===== src/rtl/slric_defs.svh =====
// constants of the low-voltage, periodic interrupt and pin interrupt block
// assumes an 8-bit register port with byte-wide offsets
`ifndef SLRIC_DEFS_SVH
`define SLRIC_DEFS_SVH

// register offsets
`define SLRIC_OFS_PIN        8'h00
`define SLRIC_OFS_PM1        8'h01
`define SLRIC_OFS_PM2        8'h02
`define SLRIC_OFS_RTI        8'h03
`define SLRIC_OFS_RST        8'h04

// pin_interrupt_status_control fields
`define SLRIC_PIN_EDG        5
`define SLRIC_PIN_PE         4
`define SLRIC_PIN_FLAG       3
`define SLRIC_PIN_ACK        2
`define SLRIC_PIN_IE         1
`define SLRIC_PIN_MOD        0

// power_mgmt_control_one fields
`define SLRIC_PM1_UNDERVOLTAGE_RESET_ENABLE      0
`define SLRIC_PM1_UNDERVOLTAGE_INTERRUPT_ENABLE      1
`define SLRIC_PM1_SAFE       2
`define SLRIC_PM1_UNDERVOLTAGE_DETECT_FLAG       3
`define SLRIC_PM1_ACK        4

// power_mgmt_control_two fields
`define SLRIC_PM2_SUPPLY_WARNING_FLAG       0

// periodic_interrupt_control fields
`define SLRIC_RTI_SEL_HI     2
`define SLRIC_RTI_SEL_LO     0
`define SLRIC_RTI_IE         4
`define SLRIC_RTI_CLKSEL     5
`define SLRIC_RTI_ACK        6
`define SLRIC_RTI_FLAG       7

// reset_cause_status fields
`define SLRIC_RST_POR        7
`define SLRIC_RST_LVD        1

// power mode encodings on power_mode
`define SLRIC_MODE_RUN       3'h0
`define SLRIC_MODE_WAIT      3'h1
`define SLRIC_MODE_STOP1     3'h2
`define SLRIC_MODE_STOP2     3'h3
`define SLRIC_MODE_STOP3     3'h4

// periodic interval terminal counts, in source clock ticks
`define SLRIC_RTI_CNT_W      10
`define SLRIC_RTI_P1         10'h007
`define SLRIC_RTI_P2         10'h01F
`define SLRIC_RTI_P3         10'h03F
`define SLRIC_RTI_P4         10'h07F
`define SLRIC_RTI_P5         10'h0FF
`define SLRIC_RTI_P6         10'h1FF
`define SLRIC_RTI_P7         10'h3FF

`define SLRIC_ZERO8          8'h00

`endif


===== src/rtl/slric_pkg.sv =====
// types of the low-voltage, periodic interrupt and pin interrupt block
// assumes nothing beyond the header of constants
package slric_pkg;

  // reset sequencer states, one-hot
  typedef enum logic [2:0] {
    SLRIC_SEQ_HOLD = 3'h1,
    SLRIC_SEQ_RUN  = 3'h2,
    SLRIC_SEQ_SAFE = 3'h4
  } slric_seq_t;

endpackage


===== src/rtl/slric_top.sv =====
// supply sequencing, safe state, periodic interrupt and pin interrupt
// assumes supply comparator levels and clock ticks synchronous to clk;
// arst_n is the power-on reset
`timescale 1ns/10ps
`include "slric_defs.svh"

module slric_top (
  input  wire logic       clk,
  input  wire logic       arst_n,
  input  wire logic [7:0] addr,
  input  wire logic [7:0] wr_data,
  input  wire logic       wr_en,
  input  wire logic       rd_en,
  output logic      [7:0] rd_data,
  input  wire logic       supply_below_por,
  input  wire logic       supply_below_lvd,
  input  wire logic       supply_below_lvw,
  input  wire logic       supply_below_rearm,
  input  wire logic       other_reset_req,
  input  wire logic       stop_exec,
  input  wire logic [2:0] power_mode,
  input  wire logic       ext_clk_tick,
  input  wire logic       int_clk_tick,
  input  wire logic       irq_pin,
  output logic            chip_reset_hold,
  output logic            lvd_irq,
  output logic            rti_irq,
  output logic            pin_irq,
  output logic            wakeup_req,
  output logic            safe_state_active,
  output logic            pull_enable,
  output logic            pull_down_select
);

  slric_pkg::slric_seq_t state;
  slric_pkg::slric_seq_t next_state;

  logic                        undervoltage_reset_enable;
  logic                        undervoltage_reset_enable_written;
  logic                        undervoltage_interrupt_enable;
  logic                        safe_bit;
  logic                        undervoltage_detect_flag;
  logic                        supply_warning_flag;
  logic                        por_status;
  logic                        lvd_status;
  logic                        pin_edge_polarity_select;
  logic                        pin_function_enable;
  logic                        pin_event_flag;
  logic                        pin_event_interrupt_enable;
  logic                        pin_detect_level_mode;
  logic [2:0]                  periodic_interval_select;
  logic                        periodic_interrupt_enable;
  logic                        rti_clk_internal;
  logic                        rti_flag;
  logic [`SLRIC_RTI_CNT_W-1:0] rti_count;
  logic                        blocked;
  logic                        soft_rst;
  logic                        lvd_rst_take;
  logic                        oth_rst_take;
  logic                        wr_pin;
  logic                        wr_pm1;
  logic                        wr_rti;
  logic                        rti_tick;
  logic                        rti_wrap;
  logic                        edge_seen;
  logic                        level_active;
  logic                        pin_hold;
  logic [7:0]                  next_rd_data;

  ////////////////////////////////////////////////////////////////////////
  // terminal count of the periodic divider for an interval code
  function automatic logic [`SLRIC_RTI_CNT_W-1:0] rti_term(
    input logic [2:0] sel
  );
    case (sel)
      3'h1:    rti_term = `SLRIC_RTI_P1;
      3'h2:    rti_term = `SLRIC_RTI_P2;
      3'h3:    rti_term = `SLRIC_RTI_P3;
      3'h4:    rti_term = `SLRIC_RTI_P4;
      3'h5:    rti_term = `SLRIC_RTI_P5;
      3'h6:    rti_term = `SLRIC_RTI_P6;
      default: rti_term = `SLRIC_RTI_P7;
    endcase
  endfunction

  ////////////////////////////////////////////////////////////////////////
  // decode and common terms
  always_comb begin
    wr_pin       = wr_en & (addr == `SLRIC_OFS_PIN);
    wr_pm1       = wr_en & (addr == `SLRIC_OFS_PM1);
    wr_rti       = wr_en & (addr == `SLRIC_OFS_RTI);
    // above rearm the safe bit blocks nothing; it still gates entry to the safe state
    blocked      = safe_bit & supply_below_rearm;
    lvd_rst_take = (state == slric_pkg::SLRIC_SEQ_RUN) & ~blocked &
                   supply_below_lvd & undervoltage_reset_enable;
    oth_rst_take = (state == slric_pkg::SLRIC_SEQ_RUN) & ~blocked &
                   other_reset_req;
    soft_rst     = (state == slric_pkg::SLRIC_SEQ_HOLD) | supply_below_por;
  end

  ////////////////////////////////////////////////////////////////////////
  // reset sequencer
  always_comb begin
    next_state = state;
    case (state)
      slric_pkg::SLRIC_SEQ_HOLD: begin
        if (!supply_below_por && !supply_below_lvd) begin
          next_state = slric_pkg::SLRIC_SEQ_RUN;
        end
      end
      slric_pkg::SLRIC_SEQ_RUN: begin
        if (supply_below_por || lvd_rst_take || oth_rst_take) begin
          next_state = slric_pkg::SLRIC_SEQ_HOLD;
        end else if (stop_exec && safe_bit &&
                     undervoltage_detect_flag) begin
          next_state = slric_pkg::SLRIC_SEQ_SAFE;
        end
      end
      slric_pkg::SLRIC_SEQ_SAFE: begin
        // power-on reset cannot be blocked, the supply really collapsed
        if (supply_below_por) begin
          next_state = slric_pkg::SLRIC_SEQ_HOLD;
        end else if (!supply_below_rearm) begin
          next_state = slric_pkg::SLRIC_SEQ_RUN;
        end
      end
      default: next_state = slric_pkg::SLRIC_SEQ_HOLD;
    endcase
  end

  always_ff @(posedge clk or negedge arst_n) begin
    if (!arst_n) begin
      state <= slric_pkg::SLRIC_SEQ_HOLD;
    end else begin
      state <= next_state;
    end
  end

  ////////////////////////////////////////////////////////////////////////
  // reset cause status
  always_ff @(posedge clk or negedge arst_n) begin
    if (!arst_n) begin
      por_status <= 1'b1;
      lvd_status <= 1'b1;
    end else if (supply_below_por) begin
      por_status <= 1'b1;
      lvd_status <= 1'b1;
    end else if (lvd_rst_take) begin
      lvd_status <= 1'b1;
    end else if (oth_rst_take) begin
      por_status <= 1'b0;
      lvd_status <= 1'b0;
    end
  end

  ////////////////////////////////////////////////////////////////////////
  // write-once reset enable, survives every reset but power-on
  always_ff @(posedge clk or negedge arst_n) begin
    if (!arst_n) begin
      undervoltage_reset_enable <= 1'b1;
      undervoltage_reset_enable_written             <= 1'b0;
    end else if (supply_below_por) begin
      undervoltage_reset_enable <= 1'b1;
      undervoltage_reset_enable_written             <= 1'b0;
    end else if (wr_pm1 && !undervoltage_reset_enable_written) begin
      undervoltage_reset_enable <= wr_data[`SLRIC_PM1_UNDERVOLTAGE_RESET_ENABLE];
      undervoltage_reset_enable_written             <= 1'b1;
    end
  end

  // safe bit and interrupt enable
  always_ff @(posedge clk or negedge arst_n) begin
    if (!arst_n) begin
      undervoltage_interrupt_enable <= 1'b0;
      safe_bit                      <= 1'b0;
    end else if (soft_rst) begin
      undervoltage_interrupt_enable <= 1'b0;
      safe_bit                      <= 1'b0;
    end else if (wr_pm1) begin
      undervoltage_interrupt_enable <= wr_data[`SLRIC_PM1_UNDERVOLTAGE_INTERRUPT_ENABLE];
      safe_bit <= wr_data[`SLRIC_PM1_SAFE] &
                  ~undervoltage_reset_enable;
    end
  end

  // detect flag: a detect in the acknowledge cycle wins
  always_ff @(posedge clk or negedge arst_n) begin
    if (!arst_n) begin
      undervoltage_detect_flag <= 1'b0;
    end else if (supply_below_lvd) begin
      undervoltage_detect_flag <= 1'b1;
    end else if (soft_rst) begin
      undervoltage_detect_flag <= 1'b0;
    end else if (wr_pm1 && wr_data[`SLRIC_PM1_ACK]) begin
      undervoltage_detect_flag <= 1'b0;
    end
  end

  // warning flag follows the comparator, no request attached
  always_ff @(posedge clk or negedge arst_n) begin
    if (!arst_n) begin
      supply_warning_flag <= 1'b0;
    end else begin
      supply_warning_flag <= supply_below_lvw;
    end
  end

  ////////////////////////////////////////////////////////////////////////
  // periodic interrupt control
  always_ff @(posedge clk or negedge arst_n) begin
    if (!arst_n) begin
      periodic_interval_select  <= 3'h0;
      periodic_interrupt_enable <= 1'b0;
      rti_clk_internal          <= 1'b0;
    end else if (soft_rst) begin
      periodic_interval_select  <= 3'h0;
      periodic_interrupt_enable <= 1'b0;
      rti_clk_internal          <= 1'b0;
    end else if (wr_rti) begin
      periodic_interval_select <=
        wr_data[`SLRIC_RTI_SEL_HI:`SLRIC_RTI_SEL_LO];
      periodic_interrupt_enable <= wr_data[`SLRIC_RTI_IE];
      rti_clk_internal          <= wr_data[`SLRIC_RTI_CLKSEL];
    end
  end

  // source per mode; software must keep the oscillator alive in stop3
  always_comb begin
    case (power_mode)
      `SLRIC_MODE_RUN,
      `SLRIC_MODE_WAIT:  rti_tick = ext_clk_tick;
      `SLRIC_MODE_STOP2: rti_tick = int_clk_tick;
      `SLRIC_MODE_STOP3: rti_tick = rti_clk_internal ? int_clk_tick
                                                     : ext_clk_tick;
      default:           rti_tick = 1'b0;
    endcase
    rti_wrap = rti_tick & (periodic_interval_select != 3'h0) &
               (rti_count == rti_term(periodic_interval_select));
  end

  always_ff @(posedge clk or negedge arst_n) begin
    if (!arst_n) begin
      rti_count <= '0;
    end else if (periodic_interval_select == 3'h0 || rti_wrap) begin
      rti_count <= '0;
    end else if (rti_tick) begin
      rti_count <= rti_count + 1'b1;
    end
  end

  always_ff @(posedge clk or negedge arst_n) begin
    if (!arst_n) begin
      rti_flag <= 1'b0;
    end else if (rti_wrap) begin
      rti_flag <= 1'b1;
    end else if (soft_rst) begin
      rti_flag <= 1'b0;
    end else if (wr_rti && wr_data[`SLRIC_RTI_ACK]) begin
      rti_flag <= 1'b0;
    end
  end

  ////////////////////////////////////////////////////////////////////////
  // interrupt pin
  slric_pin_detect u_pin (
    .clk                      (clk),
    .arst_n                   (arst_n),
    .pin_raw                  (irq_pin),
    .pin_function_enable      (pin_function_enable),
    .pin_edge_polarity_select (pin_edge_polarity_select),
    .edge_seen                (edge_seen),
    .level_active             (level_active)
  );

  always_ff @(posedge clk or negedge arst_n) begin
    if (!arst_n) begin
      pin_edge_polarity_select   <= 1'b0;
      pin_function_enable        <= 1'b0;
      pin_event_interrupt_enable <= 1'b0;
      pin_detect_level_mode      <= 1'b0;
    end else if (soft_rst) begin
      pin_edge_polarity_select   <= 1'b0;
      pin_function_enable        <= 1'b0;
      pin_event_interrupt_enable <= 1'b0;
      pin_detect_level_mode      <= 1'b0;
    end else if (wr_pin) begin
      pin_edge_polarity_select   <= wr_data[`SLRIC_PIN_EDG];
      pin_function_enable        <= wr_data[`SLRIC_PIN_PE];
      pin_event_interrupt_enable <= wr_data[`SLRIC_PIN_IE];
      pin_detect_level_mode      <= wr_data[`SLRIC_PIN_MOD];
    end
  end

  // in level mode an asserted pin keeps setting the flag
  always_comb begin
    pin_hold = pin_detect_level_mode & level_active;
  end

  always_ff @(posedge clk or negedge arst_n) begin
    if (!arst_n) begin
      pin_event_flag <= 1'b0;
    end else if (edge_seen || pin_hold) begin
      pin_event_flag <= 1'b1;
    end else if (soft_rst) begin
      pin_event_flag <= 1'b0;
    end else if (wr_pin && wr_data[`SLRIC_PIN_ACK]) begin
      pin_event_flag <= 1'b0;
    end
  end

  ////////////////////////////////////////////////////////////////////////
  // registered outputs
  always_ff @(posedge clk or negedge arst_n) begin
    if (!arst_n) begin
      lvd_irq <= 1'b0;
      rti_irq <= 1'b0;
      pin_irq <= 1'b0;
    end else begin
      lvd_irq <= undervoltage_detect_flag & undervoltage_interrupt_enable &
                 ~undervoltage_reset_enable & ~blocked &
                 ~soft_rst;
      rti_irq <= rti_flag & periodic_interrupt_enable & ~blocked &
                 ~soft_rst;
      pin_irq <= pin_event_flag & pin_event_interrupt_enable & ~blocked &
                 ~soft_rst;
    end
  end

  // wakeup from stop on any enabled request, unless blocked
  always_ff @(posedge clk or negedge arst_n) begin
    if (!arst_n) begin
      wakeup_req <= 1'b0;
    end else begin
      wakeup_req <= ~blocked & ~soft_rst &
                    (power_mode != `SLRIC_MODE_RUN) &
                    (power_mode != `SLRIC_MODE_WAIT) &
                    ((rti_flag & periodic_interrupt_enable) |
                     (pin_event_flag & pin_event_interrupt_enable) |
                     (undervoltage_detect_flag &
                      undervoltage_interrupt_enable &
                      ~undervoltage_reset_enable));
    end
  end

  always_ff @(posedge clk or negedge arst_n) begin
    if (!arst_n) begin
      chip_reset_hold   <= 1'b1;
      safe_state_active <= 1'b0;
    end else begin
      chip_reset_hold   <= (next_state == slric_pkg::SLRIC_SEQ_HOLD);
      safe_state_active <= (next_state == slric_pkg::SLRIC_SEQ_SAFE);
    end
  end

  always_ff @(posedge clk or negedge arst_n) begin
    if (!arst_n) begin
      pull_enable      <= 1'b0;
      pull_down_select <= 1'b0;
    end else begin
      pull_enable      <= pin_function_enable;
      pull_down_select <= pin_function_enable &
                          pin_edge_polarity_select;
    end
  end

  ////////////////////////////////////////////////////////////////////////
  // read port; acknowledge and unused bits read zero
  always_comb begin
    next_rd_data = `SLRIC_ZERO8;
    case (addr)
      `SLRIC_OFS_PIN: begin
        next_rd_data[`SLRIC_PIN_EDG]  = pin_edge_polarity_select;
        next_rd_data[`SLRIC_PIN_PE]   = pin_function_enable;
        next_rd_data[`SLRIC_PIN_FLAG] = pin_event_flag;
        next_rd_data[`SLRIC_PIN_IE]   = pin_event_interrupt_enable;
        next_rd_data[`SLRIC_PIN_MOD]  = pin_detect_level_mode;
      end
      `SLRIC_OFS_PM1: begin
        next_rd_data[`SLRIC_PM1_UNDERVOLTAGE_RESET_ENABLE] = undervoltage_reset_enable;
        next_rd_data[`SLRIC_PM1_UNDERVOLTAGE_INTERRUPT_ENABLE] = undervoltage_interrupt_enable;
        next_rd_data[`SLRIC_PM1_SAFE]  = safe_bit;
        next_rd_data[`SLRIC_PM1_UNDERVOLTAGE_DETECT_FLAG]  = undervoltage_detect_flag;
      end
      `SLRIC_OFS_PM2: begin
        next_rd_data[`SLRIC_PM2_SUPPLY_WARNING_FLAG] = supply_warning_flag;
      end
      `SLRIC_OFS_RTI: begin
        next_rd_data[`SLRIC_RTI_SEL_HI:`SLRIC_RTI_SEL_LO] =
          periodic_interval_select;
        next_rd_data[`SLRIC_RTI_IE]     = periodic_interrupt_enable;
        next_rd_data[`SLRIC_RTI_CLKSEL] = rti_clk_internal;
        next_rd_data[`SLRIC_RTI_FLAG]   = rti_flag;
      end
      `SLRIC_OFS_RST: begin
        next_rd_data[`SLRIC_RST_POR] = por_status;
        next_rd_data[`SLRIC_RST_LVD] = lvd_status;
      end
      default: next_rd_data = `SLRIC_ZERO8;
    endcase
  end

  always_ff @(posedge clk or negedge arst_n) begin
    if (!arst_n) begin
      rd_data <= `SLRIC_ZERO8;
    end else if (rd_en) begin
      rd_data <= next_rd_data;
    end else begin
      rd_data <= `SLRIC_ZERO8;
    end
  end

endmodule


===== src/rtl/slric_pin_detect.sv =====
// interrupt pin synchroniser and edge/level detector
// assumes the pin is asynchronous to clk; outputs are clk synchronous
`timescale 1ns/10ps

module slric_pin_detect (
  input  wire logic clk,
  input  wire logic arst_n,
  input  wire logic pin_raw,
  input  wire logic pin_function_enable,
  input  wire logic pin_edge_polarity_select,
  output logic      edge_seen,
  output logic      level_active
);

  logic sync_a;
  logic sync_b;
  logic pin_prev;
  logic pin_act;

  ////////////////////////////////////////////////////////////////////////
  // two-flop synchroniser; sync_a feeds only sync_b
  always_ff @(posedge clk or negedge arst_n) begin
    if (!arst_n) begin
      sync_a <= 1'b0;
      sync_b <= 1'b0;
    end else begin
      sync_a <= pin_raw;
      sync_b <= sync_a;
    end
  end

  always_ff @(posedge clk or negedge arst_n) begin
    if (!arst_n) begin
      pin_prev <= 1'b0;
    end else begin
      pin_prev <= pin_act;
    end
  end

  ////////////////////////////////////////////////////////////////////////
  // asserted level: high when rising selected, low when falling selected
  always_comb begin
    pin_act = pin_function_enable &
              (sync_b ~^ pin_edge_polarity_select);
  end

  // pin_prev also starts low after enable, so an already asserted pin
  // counts as an edge; an honest trade against missing one
  always_comb begin
    edge_seen    = pin_act & ~pin_prev;
    level_active = pin_act;
  end

endmodule


===== config.mk =====
export PLATFORM = sky130hd
export DESIGN_NAME = slric_top
export DESIGN_NICKNAME = d
export VERILOG_FILES = /design/src/rtl/slric_pkg.sv /design/src/rtl/slric_top.sv /design/src/rtl/slric_pin_detect.sv
export VERILOG_INCLUDE_DIRS = /design/src /design/src/rtl
export SDC_FILE = /design/constraint.sdc
export NUM_CORES = 1
export LEC_CHECK = 0
export CAP_MARGIN = 20
export CELL_PAD_IN_SITES_DETAIL_PLACEMENT = 0
export CELL_PAD_IN_SITES_GLOBAL_PLACEMENT = 1
export CORE_UTILIZATION = 49
export CTS_CLUSTER_DIAMETER = 60
export DETAILED_ROUTE_END_ITERATION = 10
export DONT_BUFFER_PORTS = 1
export GPL_TIMING_DRIVEN = 0
export HOLD_SLACK_MARGIN = 0.15
export PLACE_DENSITY_LB_ADDON = 0.1
export SYNTH_ARGS = -nofsm -noshare
export SYNTH_HDL_FRONTEND = slang
export SYNTH_SLANG_ARGS = --single-unit

===== constraint.sdc =====
create_clock -name clk -period 2.21 [get_ports clk]
set_clock_uncertainty 0.05 [all_clocks]
set_input_delay 0.1105 -clock clk [delete_from_list [all_inputs] [get_ports clk]]
set_output_delay 0.1105 -clock clk [all_outputs]
set_load 0.02 [all_outputs]

* Word-level counts from Yosys, hierarchy flattened *
Cells that the tools add are included.
W data, S select, Z words.

operators by class
  add/subtract/negate cells = 1
  equality and inequality tests = 21
  muxes and demuxes = 54
  bitwise operators = 37
  reduce and logical (&&, ||, !) cells = 31

operators by type and width
  cell                     count
  $pmux W10 S6             1
  $mux W1                  35
  $and A1 B1 Y1            29
  $mux W3                  7
  $mux W10                 2
  $eq A3 B3 Y1 const B     6
  $reduce_bool A3 Y1       6
  $eq A8 B2 Y1 const B     2
  $eq A3 B1 Y1 const B     4
  $eq A3 B2 Y1 const B     4
  $reduce_bool A2 Y1       6
  $add A10 B1 Y10 const B  1
  $eq A10 B10 Y1           1
  $pmux W3 S3              1
  $eq A8 B1 Y1 const B     1
  $eq A8 B3 Y1 const B     1
  $logic_not A8 Y1         1
  $mux W8                  1
  $pmux W1 S4              2
  $logic_and A1 B1 Y1      7
  $logic_not A3 Y1         2
  $pmux W1 S2              3
  $logic_or A1 B1 Y1       4
  $not A1 Y1               4
  other kinds (9)          13

storage, ports and cells
  bits in registers = 51
  input port bits = 32
  output and inout bits = 16

* Longest topological paths before layout *
  word-level depth = 10
  depth in mapped cells = 6

* By module *
From an unflattened synthesis, not the netlist that was laid out.

unflattened totals
  cells, all modules = 244
  area total of the unflattened synthesis = 2513.7 µm²

by module, submodules not included
  module            times used  cells an instance  area an instance (µm²)
  slric_top         1           238                2414.8
  slric_pin_detect  1           6                  98.8

* Worst setup path before layout *
Ideal clock, no wire load.

  path kind = register to register
  start = register rti_count[4]
  end = register rti_count[0]
  library setup time = 136 ps
  arrival time = 1659 ps
  required time = 2024 ps
  setup slack = 365 ps
  stages on the path, launching flop included = 6
  buffers on the path = 0
  clock period less this slack = 1845 ps
  cell sequence = dfrtp_1 or4b_1 a211oi_2 o211ai_2 a211oi_4 nor3_1

on the way
  word-level cells in the longest chain between the ends = 4

RTL lines
  element                                                RTL line          source
  from (decl)                                            slric_top.sv:55   logic [`SLRIC_RTI_CNT_W-1:0] rti_count;
  from (signal assigned)                                 slric_top.sv:247  rti_count <= rti_count + 1'b1;
  $eq A10 B10 Y1 *                                       slric_top.sv:238  (rti_count == rti_term(periodic_interval_select));
  $and A1 B1 Y1 *                                        slric_top.sv:237  rti_wrap = rti_tick & (periodic_interval_select != 3'h0) &
  $logic_or A1 B1 Y1 *                                   slric_top.sv:244  end else if (periodic_interval_select == 3'h0 || rti_wrap) begin
  $mux W10 / $reduce_bool A2 Y1 (equally long branches)  -

Mark *: on every way between the ends. The rest lies on a longest branch, timed or not.
A chain may end at the register's enable or synchronous reset.

* Worst setup path in the final report *
  start = register state[2]
  end = register lvd_status

on the way
  word-level cells in the longest chain between the ends = 6

RTL lines
  element                 RTL line                          source
  from (decl)             slric_top.sv:35                   slric_pkg::slric_seq_t state;
  from (signal assigned)  slric_top.sv:133                  state <= slric_pkg::SLRIC_SEQ_HOLD;
  from (signal assigned)  slric_top.sv:135                  state <= next_state;
  $eq A3 B2 Y1 *          slric_top.sv:94, slric_top.sv:96
  $and A1 B1 Y1 *         slric_top.sv:94, slric_top.sv:96
  $and A1 B1 Y1           slric_top.sv:94                   lvd_rst_take = (state == slric_pkg::SLRIC_SEQ_RUN) & ~blocked &
  $and A1 B1 Y1           slric_top.sv:95                   supply_below_lvd & undervoltage_reset_enable;
  $mux W1                 slric_top.sv:148                  end else if (lvd_rst_take) begin
  $mux W1                 slric_top.sv:145                  end else if (supply_below_por) begin
  to (signal assigned)    slric_top.sv:144                  lvd_status <= 1'b1;
  to (signal assigned)    slric_top.sv:147                  lvd_status <= 1'b1;
  to (signal assigned)    slric_top.sv:149                  lvd_status <= 1'b1;
  to (decl)               slric_top.sv:45                   logic lvd_status;

Marked as above.

==> flow_summary.json <==
{
  "outcome": "finished, final reports clean",
  "cts_max_level": 2,
  "grt_pass1_wl_um": 9140,
  "yosys-top-cells-count": "dfrtp_1 (45), nor2_1 (28), nand2_1 (18)",
  "multi_input_area_um2": 1190,
  "synth.top_cell.area_share_pct": 44.8,
  "tightest_slew_ns": 0.562,
  "clockBufferDepth": 2,
  "pin_count": 48,
  "syn_nets": 272,
  "fin_area_um2": 3000,
  "synth_area_leaders": "dfrtp_1 (45%), mux2i_1 (6.4%), dfstp_2 (5.2%)",
  "die-area_um2": 5430,
  "drive_above_1_share_pct": 11.7,
  "start_util_pct": 52.2,
  "async_reset_ff_share_pct": 100,
  "synth_flop_cell": "dfrtp_1",
  "cts_buffers": 5,
  "die_y_um": 73.7,
  "synth-edff-count": 0,
  "routed_via_density": 5.51,
  "cts_root_buf": "clkbuf_8",
  "remaining_drc_errors": 0,
  "rr_worst_depth": 6,
  "yosysWarnings": 0,
  "yosys.area.top_type": "dfrtp_1",
  "num-nets-final": 306,
  "syn_to_final_growth_pct": 19.1,
  "maxCapViolations": 0,
  "ant_nets": 0,
  "n_antenna_cell": 0,
  "regArea_um2": 1260,
  "clock-sinks": 50,
  "grt_pass1_vias": 1831,
  "fill_cells": 431,
  "seq_area_frac_synth_pct": 50.0,
  "hpwl_um": 3790,
  "path_max_fanout": 7,
  "grt_max_degree": 51,
  "min_to": "state[1]",
  "avgRoutedWirePerCell_um": 16.1,
  "die_w_um": 73.7,
  "vias": 1880,
  "slew_viol_final": 0,
  "slew_headroom_pct": 62.3,
  "ys_ff_latch": 50,
  "ir_drop_mv": 0.423,
  "setup_viol": 0,
  "worstPathRequired_ns": 2.40,
  "grt.total_usage_pct": 22.8,
  "wl_um": 5500,
  "crit_arrival_ns": 2.27,
  "cp-end-kind": "flip-flop",
  "path_clk_slew_ns": 0.09,
  "placed_area_um2": 2600,
  "antenna_found_initial": 0,
  "hp-start": "supply_below_lvd",
  "fin_setup_tns_ns": 0,
  "powerDensity_nw_per_um2": 551,
  "core_um2": 4820,
  "drt-initial-drc-count": 80,
  "startpoint_type": "flip-flop",
  "finish.utilization_pct": 62.2,
  "min_period_over_period_pct": 94.3,
  "hp-class": "input port to flip-flop",
  "fmax_ghz": 0.480,
  "crit_type": "flip-flop to flip-flop",
  "synth_most_common_cell": "dfrtp_1",
  "p_leak_nw": 1.19,
  "reg2reg_setup_slack_ns": 0.13,
  "clk_latency_ns": 0.30,
  "finalHoldViolations": 0,
  "timing.rr.end": "lvd_status",
  "firstDrtPassIters": 4,
  "std_cell_rows": 25,
  "ys_types": 57,
  "gp_congestion": 0.788,
  "holdPathStages": 5,
  "syn_inst": 239,
  "gr-total-overflow": 0,
  "cts_tree": "built",
  "period_needed_ns": 2.08,
  "port_buffers": 0,
  "syn_area_per_cell_um2": 10.5,
  "grt_setup_unrepaired": "no",
  "r2r-start": "state[2]",
  "synth_area_um2": 2520
}
[cell families (layout without fill, tap and decap cells)]
logic type | Yosys count | count (layout) | share of synthesized area [%]
simple gates | 109 | 109 | 23.6
other cells | 1 | 1 | 0.149
xor+xnor | 10 | 10 | 3.48
fa+ha+maj | 1 | 1 | 0.497
compound gates | 39 | 39 | 11.9
buf+inv | 12 | 47 | 2.98
flops | 50 | 50 | 50.0
mux | 17 | 17 | 7.41
[layer usage]
layer	track usage, %	vias to the layer above	part of all wire [%]
met3	4.53	5	3.2
li1	-	914	-
met1	33.8	924	51
met2	34.1	37	45
met4	5.98	0	0.80
met5	0	-	0
[final cells by class]
type / count / share of cell area (%)
Clock inverter: 1 / 0.292
Buffer: 9 / 2.13
Timing Repair Buffer: 27 / 9.60
Sequential cell: 50 / 42.0
Clock buffer: 7 / 3.22
Tap cell: 67 / 2.80
Inverter: 3 / 0.376
Multi-Input combinational cell: 177 / 39.6
[sequential cells by signal, indices dropped and copies added, names as in the netlist, 3 cells and up]
register	cells
rd_data	7
state	3
rti_count	10
periodic_interval_select	3
[worst max-delay path: stages (launching register included)]
cell	delay, ns
dfrtp_1	0.44
nand2b_1	0.17
or2_2	0.31
a21oi_2	0.14
nand2_1	0.06
dlygate4sd3_1	0.55
a211o_1	0.29
[what timing repair did]
item	4_1_cts	5_1_grt
endpoints found under the setup margin	0	1
hold buffers	27	0
buffers inserted	0	0
hold endpoints to repair	88	0
gates resized for setup	0	1
[placed cells by master (no fill, tap or decap), types with 4 or more instances in the layout]
cell | Yosys | routed
a21oi_1 | 12 | 11
nor2_1 | 28 | 28
xnor2_1 | 4 | 4
dfrtp_1 | 45 | 45
xor2_1 | 6 | 6
dlygate4sd3_1 | 0 | 26
o21ai_0 | 4 | 4
nand2b_1 | 7 | 7
mux2i_1 | 16 | 16
and3_1 | 4 | 4
dfstp_2 | 5 | 5
clkbuf_1 | 4 | 4
nand3b_1 | 4 | 4
nor3_1 | 8 | 8
nand2_1 | 18 | 18
clkbuf_8 | 1 | 8
nand3_1 | 13 | 13
nor3b_1 | 4 | 4
[through the flow]
step | setup slack (ns) | hold slack, ns | power (mW) | instances
2_1_floorplan | 0.365 | -0.235 | 1.01 | 239
3_3_place_gp | 0.134 | -0.234 | 1.02 | 306
3_5_place_dp | 0.158 | -0.234 | 1.02 | 306
4_1_cts | 0.0901 | 0.153 | 1.67 | 341
5_1_grt | 0.0167 | 0.204 | 1.72 | 341
6_report | 0.125 | 0.170 | 1.65 | 341
[power by group]
group          switching (mW)  internal (mW)
combinational          0.0706         0.0616
sequential            0.00851          0.925
clock                   0.298          0.287
total                   0.377           1.27
[worst max-delay path by stage]
| stage | to | slack (ns) | depth (start not counted) | startpoint |
|---|---|---|---|---|
| 2_1_floorplan | rti_count[0] | 0.37 | 5 | rti_count[4] |
| 3_3_place_gp | rti_count[1] | 0.13 | 5 | rti_count[4] |
| 3_5_place_dp | rti_count[1] | 0.16 | 5 | rti_count[4] |
| 4_1_cts | lvd_status | 0.09 | 6 | state[2] |
| 5_1_grt | rti_count[0] | 0.02 | 5 | rti_count[4] |
| 6_report | lvd_status | 0.13 | 6 | state[2] |
(Power assumes the default switching activity.)
